[src/rtl/dds_regs_pkg.sv]
// Package holding the serial map, field positions, reset values and port states of the synthesizer register bank.
// Assumes the serial port logic and the staging registers run on one synchronisation clock.
package dds_regs_pkg;

   // ****************************************
   // Serial address map
   // ****************************************
   localparam logic [4:0] ADDR_CTRL       = 5'h00;
   localparam logic [4:0] ADDR_UNUSED     = 5'h05;
   localparam logic [4:0] ADDR_PROF_FIRST = 5'h09;
   localparam logic [4:0] ADDR_PROF7      = 5'h10;
   localparam logic [4:0] ADDR_LAST       = 5'h10;

   // Instruction byte layout: a set top bit asks for a read.
   localparam int INSTR_READ_BIT = 7;
   localparam int INSTR_ADDR_MSB = 4;

   // Bytes carried per slot.
   localparam logic [2:0] CTRL_BYTES   = 3'h4;
   localparam logic [2:0] PROF_BYTES   = 3'h6;
   localparam logic [2:0] UNUSED_BYTES = 3'h1;
   localparam logic [2:0] OTHER_BYTES  = 3'h4;

   // ****************************************
   // First control register fields
   // ****************************************
   localparam int CTRL_MODULUS_BIT   = 28;
   localparam int CTRL_INT_PROF_BIT  = 27;
   localparam int CTRL_NO_MATCH_BIT  = 26;
   localparam int CTRL_LSB_FIRST_BIT = 23;
   localparam int CTRL_PROF_SEL_MSB  = 22;
   localparam int CTRL_PROF_SEL_LSB  = 20;
   localparam int CTRL_LSB_FIRST_IDX = 2;
   localparam logic [31:0] CTRL_RESET     = 32'h0000_0000;
   localparam logic [31:0] CTRL_IMMEDIATE = 32'h0080_0000;

   // ****************************************
   // Profile register fields
   // ****************************************
   localparam int PROF_FTW_MSB = 31;
   localparam int PROF_POW_LSB = 32;
   localparam int PROF_POW_MSB = 45;
   localparam logic [47:0] PROF7_RESET     = 48'h0000_0000_0000;
   localparam logic [47:0] PROF7_IMMEDIATE = 48'h0000_0000_0000;

   // ****************************************
   // Serial port states
   // ****************************************
   typedef enum logic [1:0] {
      ST_INSTR = 2'b00,
      ST_DATA  = 2'b01,
      ST_SKIP  = 2'b10
   } port_state_e;

   function automatic logic [2:0] slot_bytes(input logic [4:0] addr);
      logic [2:0] n;
      n = OTHER_BYTES;
      if (addr == ADDR_CTRL) begin
         n = CTRL_BYTES;
      end else if (addr == ADDR_UNUSED) begin
         n = UNUSED_BYTES;
      end else if (addr >= ADDR_PROF_FIRST) begin
         n = PROF_BYTES;
      end
      return n;
   endfunction

endpackage

[src/rtl/serial_byte_shifter.sv]
// Byte shifter for the serial programming port, receive and transmit.
// Assumes sample and shift strobes are one-cycle pulses derived from a synchronised serial clock.
`timescale 1ns/10ps
`default_nettype none
module serial_byte_shifter (
   // System.
   input  wire logic       clk_in,
   input  wire logic       rst_in,
   // Strobes from the port.
   input  wire logic       frame_in,
   input  wire logic       sample_in,
   input  wire logic       shift_in,
   input  wire logic       bit_in,
   input  wire logic       lsb_first_in,
   // Transmit load.
   input  wire logic       load_in,
   input  wire logic [7:0] load_byte_in,
   // Results.
   output logic            byte_done_out,
   output logic [7:0]      byte_out,
   output logic            tx_bit_out
);

   logic [2:0] cnt_r;
   logic [7:0] rx_r;
   logic [7:0] rx_nxt;
   logic [7:0] tx_r;
   logic [7:0] tx_nxt;

   assign rx_nxt = lsb_first_in ? {bit_in, rx_r[7:1]} : {rx_r[6:0], bit_in};
   assign tx_nxt = lsb_first_in ? {1'b0, tx_r[7:1]} : {tx_r[6:0], 1'b0};

   always_ff @(posedge clk_in) begin
      if (rst_in || !frame_in) begin
         cnt_r <= 3'h0;
         rx_r <= 8'h00;
         byte_done_out <= 1'b0;
         byte_out <= 8'h00;
      end else begin
         byte_done_out <= sample_in && (cnt_r == 3'h7);
         if (sample_in) begin
            cnt_r <= 3'(cnt_r + 3'h1);
            rx_r <= rx_nxt;
            byte_out <= rx_nxt;
         end
      end
   end

   // A falling edge at a byte boundary is ignored so the freshly loaded first bit survives.
   always_ff @(posedge clk_in) begin
      if (rst_in) begin
         tx_r <= 8'h00;
         tx_bit_out <= 1'b0;
      end else if (load_in) begin
         tx_r <= load_byte_in;
         tx_bit_out <= lsb_first_in ? load_byte_in[0] : load_byte_in[7];
      end else if (shift_in && frame_in && cnt_r != 3'h0) begin
         tx_r <= tx_nxt;
         tx_bit_out <= lsb_first_in ? tx_r[1] : tx_r[6];
      end
   end

endmodule
`default_nettype wire

[src/rtl/register_staging.sv]
// Holding buffer and active copy of one register, byte addressed.
// Assumes the commit strobe is a one-cycle pulse on the same clock as the byte writes.
`timescale 1ns/10ps
`default_nettype none
module register_staging #(
   parameter int                 BYTES          = 4,
   parameter logic [8*BYTES-1:0] RESET_VALUE    = '0,
   parameter logic [8*BYTES-1:0] IMMEDIATE_MASK = '0
) (
   // System.
   input  wire logic               clk_in,
   input  wire logic               rst_in,
   // Byte write and commit.
   input  wire logic               wr_en_in,
   input  wire logic [2:0]         wr_idx_in,
   input  wire logic [7:0]         wr_data_in,
   input  wire logic               commit_in,
   // Read back of the holding buffer.
   input  wire logic [2:0]         rd_idx_in,
   output logic [7:0]              rd_data_out,
   // Contents.
   output logic [8*BYTES-1:0]      hold_out,
   output logic [8*BYTES-1:0]      active_out
);

   logic [7:0] rd_bytes [0:7];

   genvar i;
   generate
      for (i = 0; i < 8; i++) begin : g_byte
         if (i < BYTES) begin : g_real
            logic       sel;
            logic [7:0] mask;
            logic [7:0] base;
            assign sel  = wr_en_in && (wr_idx_in == 3'(i));
            assign mask = IMMEDIATE_MASK[8*i +: 8];
            assign base = commit_in ? hold_out[8*i +: 8] : active_out[8*i +: 8];
            assign rd_bytes[i] = hold_out[8*i +: 8];

            always_ff @(posedge clk_in) begin
               if (rst_in) begin
                  hold_out[8*i +: 8] <= RESET_VALUE[8*i +: 8];
               end else if (sel) begin
                  hold_out[8*i +: 8] <= wr_data_in;
               end
            end

            // Immediate bits land when their byte completes; the rest wait for the commit.
            always_ff @(posedge clk_in) begin
               if (rst_in) begin
                  active_out[8*i +: 8] <= RESET_VALUE[8*i +: 8];
               end else if (sel) begin
                  active_out[8*i +: 8] <= (base & ~mask) | (wr_data_in & mask);
               end else begin
                  active_out[8*i +: 8] <= base;
               end
            end
         end else begin : g_none
            assign rd_bytes[i] = 8'h00;
         end
      end
   endgenerate

   assign rd_data_out = rd_bytes[rd_idx_in];

endmodule
`default_nettype wire

[src/rtl/dds_control_register_bank.sv]
// Register bank of a direct digital synthesizer behind its serial programming port.
// Assumes pins arrive asynchronously and the serial clock runs well below a quarter of clk_in.
//
// Notes on behaviour
// RULE_01: Immediate bits act once their byte completes.
// RULE_02: Serial addresses 0x00 to 0x10 are decoded.
// RULE_03: Slot 0x05 is empty, no register behind.
// RULE_04: Each transfer carries the register's own byte count.
// RULE_05: Bit zero is the least significant bit.
// RULE_06: Written bits wait in buffers until commit strobe.
// RULE_07: First control register at 0x00, four bytes.
// RULE_08: Host keeps control bits 31:29 at defaults.
// RULE_09: Bit 28 picks modulus or sweep, sweep-gated.
// RULE_10: Bit 27 picks profile pins or bits 22:20.
// RULE_11: Bit 26 clear matches the pipeline latencies.
// RULE_12: Host keeps control bits 25:24 at defaults.
// RULE_13: Bit 23 sets serial bit order both ends.
// RULE_14: Profile seven: tuning word, phase word, zero reset.
// RULE_15: Unused slot ignores writes and reads zero.
`timescale 1ns/10ps
`default_nettype none
module dds_control_register_bank (
   // System.
   input  wire logic        clk_in,
   input  wire logic        rst_in,
   // Serial port pins.
   input  wire logic        sclk_in,
   input  wire logic        cs_n_in,
   input  wire logic        sdio_in,
   output logic             sdio_out,
   output logic             sdio_oe_out,
   // Commit strobe and profile pins.
   input  wire logic        io_update_in,
   input  wire logic [2:0]  profile_pins_in,
   // Linear sweep enable from the lower control logic.
   input  wire logic        sweep_enable_in,
   // Active controls.
   output logic [31:0]      control_word_out,
   output logic             aux_modulus_out,
   output logic             aux_sweep_out,
   output logic [2:0]       profile_sel_out,
   output logic             latency_match_out,
   output logic             lsb_first_out,
   output logic [31:0]      ftw_out,
   output logic [13:0]      pow_out
);

   // ****************************************
   // Pin synchronisers
   // ****************************************
   logic       sclk_s1_r;
   logic       sclk_s2_r;
   logic       sclk_d_r;
   logic       cs_n_s1_r;
   logic       cs_n_s2_r;
   logic       sdio_s1_r;
   logic       sdio_s2_r;
   logic       upd_s1_r;
   logic       upd_s2_r;
   logic       upd_d_r;
   logic [2:0] prof_s1_r;
   logic [2:0] prof_s2_r;

   always_ff @(posedge clk_in) begin
      if (rst_in) begin
         sclk_s1_r <= 1'b0;
         sclk_s2_r <= 1'b0;
         sclk_d_r <= 1'b0;
         cs_n_s1_r <= 1'b1;
         cs_n_s2_r <= 1'b1;
         sdio_s1_r <= 1'b0;
         sdio_s2_r <= 1'b0;
         upd_s1_r <= 1'b0;
         upd_s2_r <= 1'b0;
         upd_d_r <= 1'b0;
         prof_s1_r <= 3'h0;
         prof_s2_r <= 3'h0;
      end else begin
         sclk_s1_r <= sclk_in;
         sclk_s2_r <= sclk_s1_r;
         sclk_d_r <= sclk_s2_r;
         cs_n_s1_r <= cs_n_in;
         cs_n_s2_r <= cs_n_s1_r;
         sdio_s1_r <= sdio_in;
         sdio_s2_r <= sdio_s1_r;
         upd_s1_r <= io_update_in;
         upd_s2_r <= upd_s1_r;
         upd_d_r <= upd_s2_r;
         prof_s1_r <= profile_pins_in;
         prof_s2_r <= prof_s1_r;
      end
   end

   logic frame;
   logic sclk_rise;
   logic sclk_fall;
   logic commit;

   assign frame     = !cs_n_s2_r;
   assign sclk_rise = sclk_s2_r && !sclk_d_r;
   assign sclk_fall = !sclk_s2_r && sclk_d_r;
   assign commit    = upd_s2_r && !upd_d_r; // [RULE_06]

   // ****************************************
   // Byte shifter
   // ****************************************
   logic        byte_done;
   logic [7:0]  rx_byte;
   logic        ld;
   logic [7:0]  ld_byte;
   logic [31:0] cfr_hold;
   logic [31:0] cfr_active;
   logic [47:0] prof_hold;
   logic [47:0] prof_active;

   serial_byte_shifter u_shifter (
      .clk_in        (clk_in),
      .rst_in        (rst_in),
      .frame_in      (frame),
      .sample_in     (sclk_rise),
      .shift_in      (sclk_fall),
      .bit_in        (sdio_s2_r),
      .lsb_first_in  (cfr_active[dds_regs_pkg::CTRL_LSB_FIRST_BIT]), // [RULE_13]
      .load_in       (ld),
      .load_byte_in  (ld_byte),
      .byte_done_out (byte_done),
      .byte_out      (rx_byte),
      .tx_bit_out    (sdio_out)
   );

   // ****************************************
   // Transfer sequencing
   // ****************************************
   dds_regs_pkg::port_state_e state_r;
   logic [4:0]  addr_r;
   logic        read_r;
   logic [2:0]  cnt_r;
   logic [2:0]  len_r;
   logic        oe_r;
   logic        order_r;

   logic        lsb_first;
   logic [4:0]  instr_addr;
   logic        instr_read;
   logic        instr_ok;
   logic        in_instr;
   logic        in_data;
   logic        last_byte;
   logic [2:0]  wr_idx;
   logic        wr_any;
   logic        wr_cfr;
   logic        wr_prof;
   logic [4:0]  ld_addr;
   logic [2:0]  ld_cnt;
   logic [2:0]  ld_len;
   logic [2:0]  ld_idx;
   logic        ld_order;
   logic [7:0]  cfr_rd;
   logic [7:0]  prof_rd;

   assign lsb_first  = cfr_active[dds_regs_pkg::CTRL_LSB_FIRST_BIT];
   assign instr_addr = rx_byte[dds_regs_pkg::INSTR_ADDR_MSB:0];
   assign instr_read = rx_byte[dds_regs_pkg::INSTR_READ_BIT];
   assign instr_ok   = instr_addr <= dds_regs_pkg::ADDR_LAST; // [RULE_02]
   assign in_instr   = byte_done && state_r == dds_regs_pkg::ST_INSTR;
   assign in_data    = byte_done && state_r == dds_regs_pkg::ST_DATA;
   assign last_byte  = cnt_r == 3'(len_r - 3'h1); // [RULE_04]

   // Bytes travel most significant first unless the order bit is set; bit zero is the register LSB.
   // The byte order is held for the whole transfer, so an immediate order change only alters bit order.
   assign wr_idx  = order_r ? cnt_r : 3'(len_r - 3'h1 - cnt_r); // [RULE_05] [RULE_13]
   assign wr_any  = in_data && !read_r;
   assign wr_cfr  = wr_any && addr_r == dds_regs_pkg::ADDR_CTRL; // [RULE_07]
   assign wr_prof = wr_any && addr_r == dds_regs_pkg::ADDR_PROF7; // [RULE_14]

   // The next read byte is fetched right after the instruction or after each data byte but the last.
   assign ld      = (in_instr && instr_read && instr_ok) || (in_data && read_r && !last_byte);
   assign ld_addr = in_instr ? instr_addr : addr_r;
   assign ld_cnt  = in_instr ? 3'h0 : 3'(cnt_r + 3'h1);
   assign ld_len  = in_instr ? dds_regs_pkg::slot_bytes(instr_addr) : len_r;
   assign ld_order = in_instr ? lsb_first : order_r;
   assign ld_idx  = ld_order ? ld_cnt : 3'(ld_len - 3'h1 - ld_cnt);
   assign ld_byte = (ld_addr == dds_regs_pkg::ADDR_CTRL)  ? cfr_rd :
                    (ld_addr == dds_regs_pkg::ADDR_PROF7) ? prof_rd : 8'h00; // [RULE_03] [RULE_15]

   always_ff @(posedge clk_in) begin
      if (rst_in || !frame) begin
         state_r <= dds_regs_pkg::ST_INSTR;
         addr_r <= 5'h00;
         read_r <= 1'b0;
         cnt_r <= 3'h0;
         len_r <= 3'h1;
         order_r <= 1'b0;
      end else if (byte_done) begin
         unique case (state_r)
            dds_regs_pkg::ST_INSTR: begin
               addr_r <= instr_addr;
               read_r <= instr_read;
               cnt_r <= 3'h0;
               len_r <= dds_regs_pkg::slot_bytes(instr_addr); // [RULE_04]
               order_r <= lsb_first; // [RULE_13]
               state_r <= instr_ok ? dds_regs_pkg::ST_DATA : dds_regs_pkg::ST_SKIP; // [RULE_02]
            end
            dds_regs_pkg::ST_DATA: begin
               cnt_r <= 3'(cnt_r + 3'h1);
               if (last_byte) begin
                  state_r <= dds_regs_pkg::ST_INSTR;
               end
            end
            dds_regs_pkg::ST_SKIP: begin
               state_r <= dds_regs_pkg::ST_SKIP;
            end
            default: begin
               state_r <= dds_regs_pkg::ST_INSTR;
            end
         endcase
      end
   end

   // The data line is only driven while a read is in its data phase.
   always_ff @(posedge clk_in) begin
      if (rst_in) begin
         oe_r <= 1'b0;
      end else begin
         oe_r <= frame && (ld || (state_r == dds_regs_pkg::ST_DATA && read_r && !(in_data && last_byte)));
      end
   end

   assign sdio_oe_out = oe_r;

   // ****************************************
   // Staged registers
   // ****************************************
   register_staging #(
      .BYTES          (4),
      .RESET_VALUE    (dds_regs_pkg::CTRL_RESET),
      .IMMEDIATE_MASK (dds_regs_pkg::CTRL_IMMEDIATE)
   ) u_ctrl (
      .clk_in      (clk_in),
      .rst_in      (rst_in),
      .wr_en_in    (wr_cfr),
      .wr_idx_in   (wr_idx),
      .wr_data_in  (rx_byte),
      .commit_in   (commit),
      .rd_idx_in   (ld_idx),
      .rd_data_out (cfr_rd),
      .hold_out    (cfr_hold),
      .active_out  (cfr_active)
   ); // [RULE_01] [RULE_06]

   register_staging #(
      .BYTES          (6),
      .RESET_VALUE    (dds_regs_pkg::PROF7_RESET),
      .IMMEDIATE_MASK (dds_regs_pkg::PROF7_IMMEDIATE)
   ) u_prof7 (
      .clk_in      (clk_in),
      .rst_in      (rst_in),
      .wr_en_in    (wr_prof),
      .wr_idx_in   (wr_idx),
      .wr_data_in  (rx_byte),
      .commit_in   (commit),
      .rd_idx_in   (ld_idx),
      .rd_data_out (prof_rd),
      .hold_out    (prof_hold),
      .active_out  (prof_active)
   ); // [RULE_06] [RULE_14]

   // ****************************************
   // Control outputs
   // ****************************************
   logic       aux_modulus;
   logic       aux_sweep;
   logic [2:0] prof_sel;

   // Routing of the auxiliary accumulator is meaningless with sweep off, so both go low then.
   assign aux_modulus = sweep_enable_in && cfr_active[dds_regs_pkg::CTRL_MODULUS_BIT]; // [RULE_09]
   assign aux_sweep   = sweep_enable_in && !cfr_active[dds_regs_pkg::CTRL_MODULUS_BIT]; // [RULE_09]
   assign prof_sel    = cfr_active[dds_regs_pkg::CTRL_INT_PROF_BIT] ?
                        cfr_active[dds_regs_pkg::CTRL_PROF_SEL_MSB:dds_regs_pkg::CTRL_PROF_SEL_LSB] :
                        prof_s2_r; // [RULE_10]

   always_ff @(posedge clk_in) begin
      if (rst_in) begin
         control_word_out <= dds_regs_pkg::CTRL_RESET;
         aux_modulus_out <= 1'b0;
         aux_sweep_out <= 1'b0;
         profile_sel_out <= 3'h0;
         latency_match_out <= 1'b1;
         lsb_first_out <= 1'b0;
         ftw_out <= 32'h0000_0000;
         pow_out <= 14'h0000;
      end else begin
         control_word_out <= cfr_active;
         aux_modulus_out <= aux_modulus;
         aux_sweep_out <= aux_sweep;
         profile_sel_out <= prof_sel;
         latency_match_out <= !cfr_active[dds_regs_pkg::CTRL_NO_MATCH_BIT]; // [RULE_11]
         lsb_first_out <= lsb_first;
         ftw_out <= prof_active[dds_regs_pkg::PROF_FTW_MSB:0]; // [RULE_14]
         pow_out <= prof_active[dds_regs_pkg::PROF_POW_MSB:dds_regs_pkg::PROF_POW_LSB]; // [RULE_14]
      end
   end
endmodule
`default_nettype wire

[config.mk]
export PLATFORM = sky130hd
export DESIGN_NAME = dds_control_register_bank
export DESIGN_NICKNAME = d
export VERILOG_FILES = /design/src/rtl/dds_regs_pkg.sv /design/src/rtl/serial_byte_shifter.sv /design/src/rtl/register_staging.sv /design/src/rtl/dds_control_register_bank.sv
export SDC_FILE = /design/constraint.sdc
export NUM_CORES = 1
export LEC_CHECK = 0
export BUFFER_PORTS_ARGS = -buffer_cell sky130_fd_sc_hd__buf_4
export CAP_MARGIN = 20
export CORE_MARGIN = 1.5
export CORE_UTILIZATION = 45
export DETAILED_ROUTE_END_ITERATION = 6
export PLACE_DENSITY = 0.69
export SYNTH_ARGS = -nofsm -noshare
export SYNTH_HDL_FRONTEND = slang
export SYNTH_HIERARCHICAL = 1
export SYNTH_SLANG_ARGS = --single-unit
[constraint.sdc]
create_clock -name clk_in -period 4.7 [get_ports clk_in]
set_input_delay 0.47 -clock clk_in [delete_from_list [all_inputs] [get_ports clk_in]]
set_output_delay 0.47 -clock clk_in [all_outputs]
set_load 0.005 [all_outputs]
Word-level counts from Yosys, hierarchy flattened
Index checks and enable logic that the tools add are counted.
{"block": "totals", "reg_bits": 296, "latch_bits": 0, "mem_bits_rw": 0, "romBits": 0, "in_bits": 10, "elab_cells": 164, "memories": 0}
{"block": "classes", "addsub": 6, "n_mul": 0, "div": 0, "order_cmp": 3, "n_eq_ne": 13, "n_shift": 0, "muxes": 32, "bitwise": 2, "n_reduce_logical": 55}
{"cell": "$mux W8", "n": 12}
{"cell": "$bmux W8 S3", "n": 2}
{"cell": "$logic_and A1 B1 Y1", "n": 31}
{"cell": "$mux W3", "n": 7}
{"cell": "$logic_not A5 Y1", "n": 3}
{"cell": "$eq A5 B5 Y1 const B", "n": 2}
{"cell": "$eq A3 B3 Y1 const B", "n": 3}
{"cell": "$logic_not A1 Y1", "n": 9}
{"cell": "$or A7 B8 Y8", "n": 1}
{"cell": "$add A3 B1 Y3 const B", "n": 2}
{"cell": "$eq A3 B2 Y1 const B", "n": 2}
{"cell": "$mux W2", "n": 3}
{"cell": "$pmux W2 S3", "n": 1}
{"cell": "$pmux W3 S2", "n": 1}
{"cell": "$reduce_and A2 Y1", "n": 3}
{"cell": "$reduce_bool A2 Y1", "n": 3}
{"cell": "$sub A3 B1 Y3 const B", "n": 2}
{"cell": "$sub A3 B3 Y3", "n": 2}
{"cell": "$eq A5 B3 Y1 const B", "n": 1}
{"cell": "$ge A5 B4 Y1 const B", "n": 1}
{"cell": "$le A5 B5 Y1 const B", "n": 1}
{"cell": "$mux W1", "n": 5}
{"cell": "$mux W5", "n": 1}
{"cell": "$ge A4 B4 Y1 const B", "n": 1}
{"cell": "other kinds (10)", "n": 12}

Logic depth before layout (Yosys ltp)
Gate-level depths: netlist of the first run.
{"block": "depth", "ltp_word": 16, "ltp_mapped": 19}

Hierarchy
Netlist of the first run, hierarchy kept.
{"mod": "register_staging (u_prof7)", "n_inst": 1, "cells_per_inst": 396, "area_per_inst_um2": 3861.2, "seq_area_each_um2": 1921.8}
{"mod": "dds_control_register_bank", "n_inst": 1, "cells_per_inst": 348, "area_per_inst_um2": 3844.9, "seq_area_each_um2": 2322.2}
{"mod": "register_staging (u_ctrl)", "n_inst": 1, "cells_per_inst": 258, "area_per_inst_um2": 2527.4, "seq_area_each_um2": 1281.2}
{"mod": "serial_byte_shifter", "n_inst": 1, "cells_per_inst": 120, "area_per_inst_um2": 1109.8, "seq_area_each_um2": 420.4}

Worst setup path before layout of the first run
Ideal clock, no wire load.
{"block": "synth_path", "path_kind": "register to register", "start": "register, netlist name u_shifter/rx_r[4]", "end": "register u_shifter.tx_bit_out", "setup_time_ns": 0.125, "arrival_ns": 3.744, "required_time_ns": 4.575, "setup_slack_ns": 0.831, "path_stages_with_launch": 16, "n_path_buf": 1, "synth_period_minus_slack_ns": 3.869, "path_cell_list": "dfxtp_1 or4b_1 o32ai_1 ha_1 fa_1 xor2_1 o21ai_0 o22ai_1 clkbuf_1 nand2b_1 o21ai_1 mux2i_1 nor2_1 mux4_1 inv_1 a211oi_1"}
{"element": "end signal: assignment", "line_no": "serial_byte_shifter.sv:56", "rtl": "tx_bit_out <= lsb_first_in ? load_byte_in[0] : load_byte_in[7];"}
{"element": "end signal: assignment", "line_no": "serial_byte_shifter.sv:59", "rtl": "tx_bit_out <= lsb_first_in ? tx_r[1] : tx_r[6];"}
{"element": "end: declaration", "line_no": "serial_byte_shifter.sv:21", "rtl": "output logic tx_bit_out"}

Final worst setup path of the first run
{"block": "layout_path", "start": "register u_shifter.byte_done_out", "end": "register u_shifter.tx_bit_out"}
{"block": "layout_via", "elab_chain_cells": 13, "word_cells_on_any_way": 28, "classes_between": "add/sub: 2; eq/ne: 1; mux: 15; bitwise: 1; reduce/logical: 9"}
{"element": "start: declaration", "line_no": "serial_byte_shifter.sv:19", "rtl": "output logic byte_done_out,"}
{"element": "start signal: assignment", "line_no": "serial_byte_shifter.sv:40", "rtl": "byte_done_out <= sample_in && (cnt_r == 3'h7);"}
{"element": "$logic_and A1 B1 Y1 (*)", "line_no": "dds_control_register_bank.sv:165", "rtl": "assign in_instr = byte_done && state_r == dds_regs_pkg::ST_INSTR;"}
{"element": "$mux W3", "line_no": "dds_control_register_bank.sv:180", "rtl": "assign ld_len = in_instr ? dds_regs_pkg::slot_bytes(instr_addr) : len_r;"}
{"element": "$sub A3 B1 Y3", "line_no": "dds_control_register_bank.sv:182", "rtl": "assign ld_idx = ld_order ? ld_cnt : 3'(ld_len - 3'h1 - ld_cnt);"}
{"element": "$sub A3 B3 Y3", "line_no": "dds_control_register_bank.sv:182"}
{"element": "$mux W3 (*)", "line_no": "dds_control_register_bank.sv:182"}
{"element": "via ld_idx[1]", "line_no": "dds_control_register_bank.sv:156", "rtl": "logic [2:0] ld_idx;"}
{"element": "$not A3 Y4 (not written as such) (*)", "line_no": "register_staging.sv:64", "rtl": "assign rd_data_out = rd_bytes[rd_idx_in];"}
{"element": "$bmux W8 S3 (*)", "line_no": "register_staging.sv:64"}
{"element": "$mux W8 (not written as such) (*) (2 in series)", "line_no": "register_staging.sv:64"}
{"element": "via prof_rd[7]", "line_no": "dds_control_register_bank.sv:159", "rtl": "logic [7:0] prof_rd;"}
{"element": "$mux W8 (*)", "line_no": "dds_control_register_bank.sv:184", "rtl": "(ld_addr == dds_regs_pkg::ADDR_PROF7) ? prof_rd : 8'h00;"}
{"element": "$mux W8 (*)", "line_no": "dds_control_register_bank.sv:183", "rtl": "assign ld_byte = (ld_addr == dds_regs_pkg::ADDR_CTRL) ? cfr_rd :"}
{"element": "via ld_byte[7]", "line_no": "dds_control_register_bank.sv:110", "rtl": "logic [7:0] ld_byte;"}
{"element": "$mux W1 (*)", "line_no": "serial_byte_shifter.sv:56"}
{"element": "$mux W1 (*)", "line_no": "serial_byte_shifter.sv:54", "rtl": "end else if (load_in) begin"}
Mark *: on every way through the listed nets, which the timed path passes. The rest lies on a longest branch. The select of a mux whose other input is x is not followed.
A chain may end at the register's enable or synchronous reset.

==> qor.txt, run 1 <==
CLOCK NETWORK
-------------------------------------------------------------------------------------
TritonCTS Buffers                                                                  30
Master cell of the clock root buffer                                        clkbuf_16
Clock-pin slew on the worst setup and hold paths                              0.06 ns
CTS hold repair buffers                                                             0
CTS tree                                                                         done
Clock Path Buffers                                                                  3
Clock latency on the worst-skew pair                                          0.54 ns
Count of H-tree levels built during CTS                                             1
Resized cells post-CTS                                                              0
Number of buffers inserted to repair setup after CTS                                0
Number of clock sinks                                                             295

ROUTING
-------------------------------------------------------------------------------------
Residual antenna-violating net count after detailed routing                         0
Post-detailed-route DRC marker count                                                0
Drt total wl                                                                  24.6 mm
Post-detailed-route via-to-cell ratio                                            5.14
Vias after detailed routing                                                      7886
Count of routing violations after the opening detailed-route iteration            711
Routed wire length per instance                                               16.1 um
First-pass DRT Iterations                                                           5

PWR
-------------------------------------------------------------------------------------
Pwr Density                                                               378 nW/um^2
Worst-case vdd ir drop                                                         268 uV
Cell leakage power                                                         0.00506 uW

MIN PATH
-------------------------------------------------------------------------------------
Class of the tightest hold or removal check                                    in2reg
Endpoint of the worst hold path                                             cs_n_s1_r
WHS Path Cells                                                                      2
Worst hold start                                                              cs_n_in

CRITICAL PATH
-------------------------------------------------------------------------------------
CP startpoint kind                                                          flip-flop
Reg-to-Reg End                                                           u_shifter/tx_bit_out
Launch point of the worst path                                           u_shifter/byte_done_out
Worst Reg2Reg Path Length in Cells                                                 15
Startpoint of the worst register-to-register path                        u_shifter/byte_done_out
Required time of the worst setup path                                         5.11 ns
Highest fanout seen on the critical path                                           17
Register-to-register path setup slack                                         0.80 ns
CP Data Arrival Time                                                          4.30 ns
Classification of the worst setup path                                        reg2reg
Critical path capture point type                                            flip-flop

STA
-------------------------------------------------------------------------------------
Worst-Margin Slew                                                             1.01 ns
Crit share post-route                                                           82.9%
Final critical-path setup slack                                              0.804 ns
Tightest hold margin                                                         0.119 ns
RSZ-0062 raised after global routing                                               no
Post-layout minimum cycle time                                                3.90 ns
Number of pins with negative max-slew slack in the final report                     0
Number of failing hold endpoints at the final stage                                 0
Peak clock frequency supported by timing                                    0.257 GHz
Total negative slack                                                             0 ns
Setup Viol. Count Final                                                             0
Setup skew after layout                                                     0.0173 ns
Max_slew headroom                                                               32.8%

OUTCOME
-------------------------------------------------------------------------------------
Status                                                                   finished clean

FLOORPLAN
-------------------------------------------------------------------------------------
Rows                                                                               57
Number of top-level pins                                                           97
Die height                                                                     161 um
Die Footprint                                                              26000 um^2
DIE WIDTH                                                                      161 um
CORE AREA                                                                  24500 um^2
Starting density of the core                                                    46.1%

FINAL LAYOUT
-------------------------------------------------------------------------------------
Area Growth Syn to Fin                                                          17.3%
Final #Nets                                                                      1209
Area occupied by registers                                                  5910 um^2
Layout cell share with drive strength beyond 1                                  15.8%
Ant diodes                                                                          0
Number of cells in the finished layout apart from fillers                        1533
Fill cell total of the finished layout                                           2185
Footprint of the multi-input gates                                          4940 um^2

PLACEMENT
-------------------------------------------------------------------------------------
IO Port Bufs                                                                       96
Cell count after placement                                                       1481
Worst slack, placed                                                          0.815 ns
Placed wire-length estimate                                                   16.2 mm
RD Place Congestion                                                             0.844

GLOBAL ROUTE
-------------------------------------------------------------------------------------
Via count of the first global-routing pass                                       7356
Antenna violations before repair                                                    0
Pin count of the biggest net entering global routing                              143
GRT Overall Usage                                                               18.8%
Global-route wire length before repair                                        39.6 mm
Total overflow reported by the global router                                        0

SYNTH
-------------------------------------------------------------------------------------
Total nets after synthesis                                                       1136
Gate count after technology mapping                                              1116
Average size of a mapped cell                                               10.1 um^2
Yosys warns                                                                         6
Combined area of all synthesized cells                                     11300 um^2

RUN
-------------------------------------------------------------------------------------
Number of max-cap violations                                                        0

critical path, stage by stage (launching register included):
cell and delay, ns:
dfxtp_1 0.50, nor3b_1 0.22, buf_4 0.23, o32ai_1 0.14, ha_1 0.21, fa_1 0.49
a32o_1 0.25, buf_4 0.33, nand2b_1 0.32, o32a_1 0.18, o21ai_1 0.06, mux2i_1 0.14
nor2_1 0.07, mux4_1 0.50, inv_1 0.07, a211oi_1 0.06
through the flow:
| step | util [%] | power [uW] | area (um^2) |
|---|---|---|---|
| 6_report | 54.1 | 5000 | 13200 |
| 5_1_grt | 54.1 | 5160 | 13200 |
| 4_1_cts | 54.1 | 5040 | 13200 |
| 3_5_place_dp | 49.9 | 2650 | 12200 |
| 3_3_place_gp | 49.9 | 2650 | 12200 |
| 2_1_floorplan | - | 2630 | 11300 |
cell type report:
| cell class | instances | share of cell area, % |
|---|---|---|
| sequential | 295 | 44.7 |
| clock inverter | 8 | 0.965 |
| multi-input combinational | 728 | 37.3 |
| inverter | 14 | 0.397 |
| tap | 324 | 3.06 |
| clock buffer | 44 | 6.69 |
| timing repair buffer | 120 | 6.92 |
sequential cells by signal (all words and copies together) (netlist names), 2 cells and up, named ones only:
| name | cells |
|---|---|
| addr_r | 5 |
| cnt_r | 3 |
| control_word_out | 32 |
| ftw_out | 32 |
| len_r | 3 |
| pow_out | 14 |
| prof_s1_r | 3 |
| prof_s2_r | 3 |
| profile_sel_out | 3 |
| state_r | 2 |
| u_ctrl/active_out | 25 |
| u_ctrl/hold_out | 32 |
| u_prof7/active_out | 46 |
| u_prof7/hold_out | 48 |
| u_shifter/cnt_r | 3 |
| u_shifter/rx_r | 8 |
| u_shifter/tx_r | 8 |
placed cells by master (no fill, tap or decap), types with 3 or more instances in the layout:
cell type	count
o21ai_1	6
clkbuf_16	31
nor2_1	148
a2111oi_0	6
mux4_2	8
mux2i_1	159
and2b_2	4
buf_4	117
o32a_1	8
clkbuf_1	7
dfxtp_1	295
xnor2_1	5
nand2_1	111
or4b_1	3
ha_1	8
o21ai_0	9
a211oi_1	11
and2_1	3
bufinv_16	3
nand4b_1	6
and4b_1	3
a21oi_1	63
clkbuf_8	6
o32ai_1	5
nor2b_1	106
nand2b_1	7
or2_2	3
inv_1	14
worst max-delay path by stage:
stage	end	slack [ns]	depth (start not counted)
floorplan	u_shifter/tx_bit_out	0.83	15
global placement	u_shifter/tx_bit_out	0.92	11
detailed placement	u_shifter/tx_bit_out	0.82	15
CTS	u_shifter/tx_bit_out	0.82	15
finish	u_shifter/tx_bit_out	0.80	15
global route	u_shifter/tx_bit_out	0.55	15
routing by layer:
layer  global-route usage (%)  vias to the layer above  part of all wire [%]
met1                     26.1                     3698                    46
met2                     29.7                      223                    46
met4                     5.68                        0                   2.6
met5                    0.568                        -                     0
met3                     3.49                       47                   5.4
li1                         -                     3918                     -
power by group:
part	switching, uW	total (uW)	leakage, uW	internal [uW]
Combinational	58.0	85.7	0.00219	27.7
Clock	937	2400	0.000494	1460
Sequential	3.59	2510	0.00238	2510
Total	999	5000	0.00506	4000
Power figures use the tool's default switching activity.
==> run 2, diff against run 1 <==
--- a/config.mk
+++ b/config.mk
@@ -5,12 +5,13 @@
 export SDC_FILE = /design/constraint.sdc
 export NUM_CORES = 1
 export LEC_CHECK = 0
+export ABC_AREA = 1
 export BUFFER_PORTS_ARGS = -buffer_cell sky130_fd_sc_hd__buf_4
 export CAP_MARGIN = 20
 export CORE_MARGIN = 1.5
 export CORE_UTILIZATION = 45
 export DETAILED_ROUTE_END_ITERATION = 6
-export PLACE_DENSITY = 0.69
+export PLACE_DENSITY = 0.71
 export SYNTH_ARGS = -nofsm -noshare
 export SYNTH_HDL_FRONTEND = slang
 export SYNTH_HIERARCHICAL = 1
==> constraint.sdc (replaced) <==
create_clock -name clk_in -period 3.5 [get_ports clk_in]
set_input_delay 0.35 -clock clk_in [delete_from_list [all_inputs] [get_ports clk_in]]
set_output_delay 0.35 -clock clk_in [all_outputs]
set_load 0.005 [all_outputs]
==> run 2 against run 1 <==
  * Sequential cell count unchanged
  * Critical path type unchanged
  * First-iteration DRC count up 25%
  * Critical path depth up 7
  * Via count up 26%
  * Highest routed layer unchanged
  * Clock skew down 0.0066 ns
  * Largest power group unchanged
  * Critical endpoint unchanged
  * Synthesized cell count up 40%
==> qor.txt, run 2 <==
FINAL LAYOUT
-------------------------------------------------------------------------------------
Area Growth Syn to Fin                                                          16.1%
Flip-flop count of the largest register after layout                               48
Final #Nets                                                                      1670
Most frequent standard cell in the layout excluding fill and tap cells         nor2_1
Ant diodes                                                                          0
Footprint of the multi-input gates                                          4470 um^2
Most used cells in the layout excluding fill and tap cells               nor2_1, dfxtp_1, nand2_1
Area of all placed cells without fillers                                   13500 um^2
Layout cell share with drive strength beyond 1                                  13.7%
Area occupied by registers                                                  5910 um^2
Fill cell total of the finished layout                                           2394
Register with the most flip-flops                                        u_prof7/hold_out
Largest registers                                                        u_prof7/hold_out (48), u_prof7/active_out (46)
Number of cells in the finished layout apart from fillers                        1997

CLOCK NETWORK
-------------------------------------------------------------------------------------
Clock-pin slew on the worst setup and hold paths                              0.06 ns
CTS tree                                                                         done
Number of buffers inserted to repair setup after CTS                                0
Master cell of the clock root buffer                                        clkbuf_16
TritonCTS Buffers                                                                  29
Clock Path Buffers                                                                  3
Number of clock sinks                                                             295
Count of H-tree levels built during CTS                                             1
Clock latency on the worst-skew pair                                          0.54 ns

STA
-------------------------------------------------------------------------------------
Worst-Margin Slew                                                            0.943 ns
Setup Viol. Count Final                                                             0
Number of failing hold endpoints at the final stage                                 0
Crit share post-route                                                           90.0%
Number of pins with negative max-slew slack in the final report                     0
Setup skew after layout                                                     0.0107 ns
Post-layout minimum cycle time                                                3.15 ns
Peak clock frequency supported by timing                                    0.317 GHz
Final critical-path setup slack                                              0.349 ns
Total negative slack                                                             0 ns
Max_slew headroom                                                               37.1%
RSZ-0062 raised after global routing                                               no

FLOORPLAN
-------------------------------------------------------------------------------------
Die height                                                                     163 um
CORE AREA                                                                  25300 um^2
Die Footprint                                                              26700 um^2
DIE WIDTH                                                                      163 um
Starting density of the core                                                    45.9%
Rows                                                                               58
Number of top-level pins                                                           97

CRITICAL PATH
-------------------------------------------------------------------------------------
Critical path capture point type                                            flip-flop
CP Data Arrival Time                                                          3.63 ns
Highest fanout seen on the critical path                                           15
Worst Reg2Reg Path Length in Cells                                                 22
Capture point of the worst path                                          u_shifter/tx_bit_out
Startpoint of the worst register-to-register path                          state_r[1]
Register-to-register path setup slack                                         0.35 ns
Reg-to-Reg End                                                           u_shifter/tx_bit_out
CP startpoint kind                                                          flip-flop
Launch point of the worst path                                             state_r[1]
Required time of the worst setup path                                         3.98 ns
Classification of the worst setup path                                        reg2reg

ROUTING
-------------------------------------------------------------------------------------
Post-detailed-route DRC marker count                                                0
Count of routing violations after the opening detailed-route iteration            888
Residual antenna-violating net count after detailed routing                         0
Vias after detailed routing                                                      9926
Drt total wl                                                                  27.3 mm
First-pass DRT Iterations                                                           5
Routed wire length per instance                                               13.7 um
Post-detailed-route via-to-cell ratio                                            4.97

GLOBAL ROUTE
-------------------------------------------------------------------------------------
Pin count of the biggest net entering global routing                               77
Via count of the first global-routing pass                                       8837
Total overflow reported by the global router                                        0
Global-route wire length before repair                                        43.2 mm
Antenna violations before repair                                                    0
GRT Overall Usage                                                               19.9%

SYNTH
-------------------------------------------------------------------------------------
Yosys warns                                                                         6
Average size of a mapped cell                                               7.40 um^2
Combined area of all synthesized cells                                     11600 um^2
Total nets after synthesis                                                       1586
Gate count after technology mapping                                              1566

PWR
-------------------------------------------------------------------------------------
Cell leakage power                                                         0.00612 uW
Internal Power                                                                5190 uW
Worst-case vdd ir drop                                                         371 uV
P_sw                                                                          1430 uW
Part of the total power dissipated in sequential elements                       52.5%
Combinational Power Share                                                        3.9%
Switching part of the total power                                               21.6%
Clock network power share                                                       43.7%
Pwr Density                                                               491 nW/um^2

PLACEMENT
-------------------------------------------------------------------------------------
RD Place Congestion                                                             0.955
Worst slack, placed                                                          0.252 ns
Cell count after placement                                                       1947
Placed wire-length estimate                                                   18.6 mm
IO Port Bufs                                                                       96
Placed Area                                                                12600 um^2

RUN
-------------------------------------------------------------------------------------
Number of max-cap violations                                                        0

OUTCOME
-------------------------------------------------------------------------------------
Status                                                                   finished clean

MIN PATH
-------------------------------------------------------------------------------------
Class of the tightest hold or removal check                                    in2reg

## run 2: power by group through the flow
stage | sequential (uW) | clock [uW] | combinational [uW]
floorplan | 3540 | 0 | 164
global placement | 3540 | 0 | 248
detailed placement | 3550 | 0 | 254
CTS | 3470 | 2950 | 257
global route | 3480 | 3070 | 292
finish | 3470 | 2890 | 256
## run 2: layout make-up
class,count,area share [%]
multi-input combinational,974,33.2
sequential,295,43.9
clock inverter,8,0.521
clock buffer,40,5.92
tap,330,3.07
timing repair buffer,122,6.92
inverter,228,6.48
## run 2: worst min-delay path by stage
stage	cells after the start	slack, ns	startpoint	to
CTS	3	0.0007	sclk_in	sclk_s1_r
floorplan	1	0.38	u_ctrl/active_out[26]	latency_match_out
finish	3	0.01	profile_pins_in[2]	prof_s1_r[2]
global route	3	0.02	profile_pins_in[2]	prof_s1_r[2]
global placement	2	0.39	sclk_s1_r	sclk_s2_r
detailed placement	2	0.40	prof_s1_r[2]	prof_s2_r[2]
## run 2: layer usage
metal | track usage, % | wire length (um) | vias to the layer above | part of all wire, %
li1 | - | - | 5037 | -
met1 | 26.5 | 12200 | 4539 | 45
met2 | 33.2 | 12400 | 296 | 45
met3 | 3.00 | 2010 | 54 | 7.4
met5 | 0 | 0 | - | 0
met4 | 6.36 | 653 | 0 | 2.4
## run 2: through the flow
stage	hold WS (ns)	total power (uW)	util, %
after floorplan	0.382	3710	-
after global placement	0.389	3790	49.8
after detailed placement	0.400	3800	49.8
after CTS	0.000700	6670	53.2
after global routing	0.0230	6840	53.3
final	0.0124	6610	53.3
## run 2: critical path, cell delays in order, from the launching register on
cell	delay, ns
dfxtp_1	0.44
nor2_4	0.09
nand2_4	0.12
inv_1	0.09
nand2_1	0.12
o21ai_0	0.13
ha_1	0.22
fa_1	0.48
nand2_1	0.05
o21ai_1	0.15
buf_4	0.24
inv_1	0.07
nor2_1	0.09
o21ai_0	0.08
a21oi_1	0.15
nand3_1	0.09
nand2_1	0.13
inv_1	0.04
nand2_1	0.06
nand3_1	0.07
nand2_1	0.08
nor2_1	0.04
nor2_1	0.08
## run 2: repair_timing
| action | 4_1_cts | 5_1_grt |
|---|---|---|
| setup endpoints to repair | 0 | 7 |
| endpoints found under the hold margin | 1 | 0 |
| gates resized for setup | 0 | 4 |
| hold buffers | 1 | 0 |
==> run 3, diff against run 2 <==
--- a/config.mk
+++ b/config.mk
@@ -11,7 +11,7 @@
 export CORE_MARGIN = 1.5
 export CORE_UTILIZATION = 45
 export DETAILED_ROUTE_END_ITERATION = 6
-export PLACE_DENSITY = 0.71
+export PLACE_DENSITY = 0.67
 export SYNTH_ARGS = -nofsm -noshare
 export SYNTH_HDL_FRONTEND = slang
 export SYNTH_HIERARCHICAL = 1
==> run 3 against run 2 <==
  * Sequential share of layout area down 1.1 points
  * Global-route usage rose by 0.83 points
  * Sequential cell count stayed put
  * Total power grew 11%
  * Clock skew increased by 0.0072 ns
  * Register-to-register slack gained 0.06 ns
  * Non-clock buffer count rose by 7
  * First-iteration DRC count is 12% higher
  * Highest routed layer unchanged
==> qor.txt, run 3 (synthesis gave the netlist of run 2 again) <==
FLOORPLAN
-------------------------------------------------------------------------------------
Rows                                                                               58
CORE AREA                                                                  25300 um^2
Number of top-level pins                                                           97
Die Footprint                                                              26700 um^2
DIE WIDTH                                                                      163 um
Die height                                                                     163 um
Starting density of the core                                                    45.9%

CRITICAL PATH
-------------------------------------------------------------------------------------
Critical path capture point type                                            flip-flop
Startpoint of the worst register-to-register path                          state_r[1]
Reg-to-Reg End                                                           u_shifter/tx_bit_out
CP Data Arrival Time                                                          3.59 ns
Classification of the worst setup path                                        reg2reg
Required time of the worst setup path                                         4.00 ns
Most common cell type on the critical path                                    nand2_1
Register-to-register path setup slack                                         0.41 ns
Cell type group with the largest total delay on the critical path        simple AND/OR/NAND/NOR gates
CP startpoint kind                                                          flip-flop
Highest fanout seen on the critical path                                           16
Levels on crit path                                                                23
CP Cell Sequence                                                         nor2_2 -> nand2_2 -> buf_4 -> nand2_1 -> o21ai_0 -> inv_1 -> fa_1 -> nand3b_1 -> nand3_1 -> nand2_1 -> nand2_1 -> inv_2 -> nor2_2 -> o211ai_1 -> nand2_1 -> nand3_1 -> nand2_1 -> inv_1 -> nand2_1 -> nand3_1 -> nand2_1 -> nor2_1 -> nor2_1
Worst Reg2Reg Path Length in Cells                                                 23
Critical path buffer and inverter count                                             4
Capture point of the worst path                                          u_shifter/tx_bit_out
Launch point of the worst path                                             state_r[1]
Slowest-stage cell, CP                                                           fa_1
Critical path's largest stage delay                                           0.41 ns

STA
-------------------------------------------------------------------------------------
Post-layout minimum cycle time                                                3.09 ns
Total negative slack                                                             0 ns
Number of failing hold endpoints at the final stage                                 0
Setup skew after layout                                                     0.0178 ns
RSZ-0062 raised after global routing                                               no
Crit share post-route                                                           88.4%
Max_slew headroom                                                               28.1%
Number of pins with negative max-slew slack in the final report                     0
Setup Viol. Count Final                                                             0
Worst-Margin Slew                                                             1.08 ns
Peak clock frequency supported by timing                                    0.323 GHz
Tightest hold margin                                                        0.0213 ns

RUN
-------------------------------------------------------------------------------------
Number of max-cap violations                                                        0

PWR
-------------------------------------------------------------------------------------
Pwr Density                                                               533 nW/um^2
Design Power                                                                  7360 uW
Cell leakage power                                                         0.00629 uW
Worst-case vdd ir drop                                                         335 uV

FINAL LAYOUT
-------------------------------------------------------------------------------------
Ant diodes                                                                          0
Area Growth Syn to Fin                                                          19.1%
Footprint of the multi-input gates                                          4460 um^2
Final #Nets                                                                      1678
Fill cell total of the finished layout                                           2421
Area occupied by registers                                                  5910 um^2
Number of cells in the finished layout apart from fillers                        2012
Most frequent standard cell in the layout excluding fill and tap cells         nor2_1
Largest registers                                                        u_prof7/hold_out (48), u_prof7/active_out (46)
Most used cells in the layout excluding fill and tap cells               nor2_1, dfxtp_1, nand2_1
Flip-flop count of the largest register after layout                               48
Layout cell share with drive strength beyond 1                                  14.6%
Register with the most flip-flops                                        u_prof7/hold_out

PLACEMENT
-------------------------------------------------------------------------------------
Cell count after placement                                                       1949
Placed wire-length estimate                                                   19.0 mm
RD Place Congestion                                                             0.912
IO Port Bufs                                                                       96

GLOBAL ROUTE
-------------------------------------------------------------------------------------
Pin count of the biggest net entering global routing                               50
Antenna violations before repair                                                    0
Total overflow reported by the global router                                        0
Global-route wire length before repair                                        44.6 mm
Via count of the first global-routing pass                                       8749
GRT Overall Usage                                                               20.7%

CLOCK NETWORK
-------------------------------------------------------------------------------------
TritonCTS Buffers                                                                  31
Number of clock sinks                                                             295
Clock latency on the worst-skew pair                                          0.57 ns
Clock Path Buffers                                                                  3
Count of H-tree levels built during CTS                                             1
Master cell of the clock root buffer                                        clkbuf_16
CTS tree                                                                         done
Clock-pin slew on the worst setup and hold paths                              0.06 ns
Number of buffers inserted to repair setup after CTS                                0

ROUTING
-------------------------------------------------------------------------------------
Routed wire length per instance                                               13.8 um
First-pass DRT Iterations                                                           6
Drt total wl                                                                  27.8 mm
Post-detailed-route via-to-cell ratio                                            4.91
Post-detailed-route DRC marker count                                                0
Vias after detailed routing                                                      9870
Count of routing violations after the opening detailed-route iteration            998
Residual antenna-violating net count after detailed routing                         0

OUTCOME
-------------------------------------------------------------------------------------
Status                                                                   finished clean

MIN PATH
-------------------------------------------------------------------------------------
Class of the tightest hold or removal check                                    in2reg

## run 3: per-layer routing
layer / vias to the layer above / track usage (%) / share of wire (%)
met5: - / 0 / 0
met4: 0 / 6.49 / 2.5
met3: 46 / 3.07 / 5.9
met2: 295 / 33.0 / 45
met1: 4477 / 29.0 / 47
li1: 5052 / - / -
## run 3: repair_timing
item / 4_1_cts / 5_1_grt
hold buffers: 6 / 0
endpoints found under the setup margin: 0 / 2
resized for setup: 0 / 2
endpoints found under the hold margin: 6 / 0
## run 3: how the worst min path moves through the flow
stage	cells past startpoint	from	to
2_1_floorplan	1	u_ctrl/active_out[26]	latency_match_out
3_3_place_gp	2	sclk_s1_r	sclk_s2_r
3_5_place_dp	2	sclk_s1_r	sclk_s2_r
4_1_cts	3	profile_pins_in[1]	prof_s1_r[1]
5_1_grt	3	profile_pins_in[1]	prof_s1_r[1]
6_report	3	profile_pins_in[1]	prof_s1_r[1]
## run 3: layout make-up
cell class	instances	area share [%]
sequential	295	42.8
multi-input combinational	973	32.3
timing repair buffer	129	7.13
inverter	228	6.32
clock buffer	38	6.25
tap	330	2.99
clock inverter	19	2.16
## run 3: power by group
group	internal (uW)	total (uW)	switching [uW]
Clock	2270	3630	1360
Combinational	103	261	157
Sequential	3440	3470	31.7
## run 3: worst reg2reg max path, stage by stage (launching register included)
cell and delay (ns):
dfxtp_1 0.40, nor2_2 0.07, nand2_2 0.11, buf_4 0.23
nand2_1 0.07, o21ai_0 0.12, inv_1 0.10, fa_1 0.41
nand3b_1 0.19, nand3_1 0.09, nand2_1 0.05, nand2_1 0.10
inv_2 0.09, nor2_2 0.28, o211ai_1 0.14, nand2_1 0.08
nand3_1 0.07, nand2_1 0.10, inv_1 0.04, nand2_1 0.05
nand3_1 0.08, nand2_1 0.07, nor2_1 0.04, nor2_1 0.07
## run 3: metrics by stage
stage / worst slack [ns] / util [%] / cell area (um^2)
6_report: 0.407 / 54.6 / 13800
5_1_grt: 0.0157 / 54.6 / 13800
4_1_cts: 0.270 / 54.6 / 13800
3_5_place_dp: 0.289 / 49.8 / 12600
3_3_place_gp: 0.380 / 49.8 / 12600
2_1_floorplan: 0.397 / - / 11600
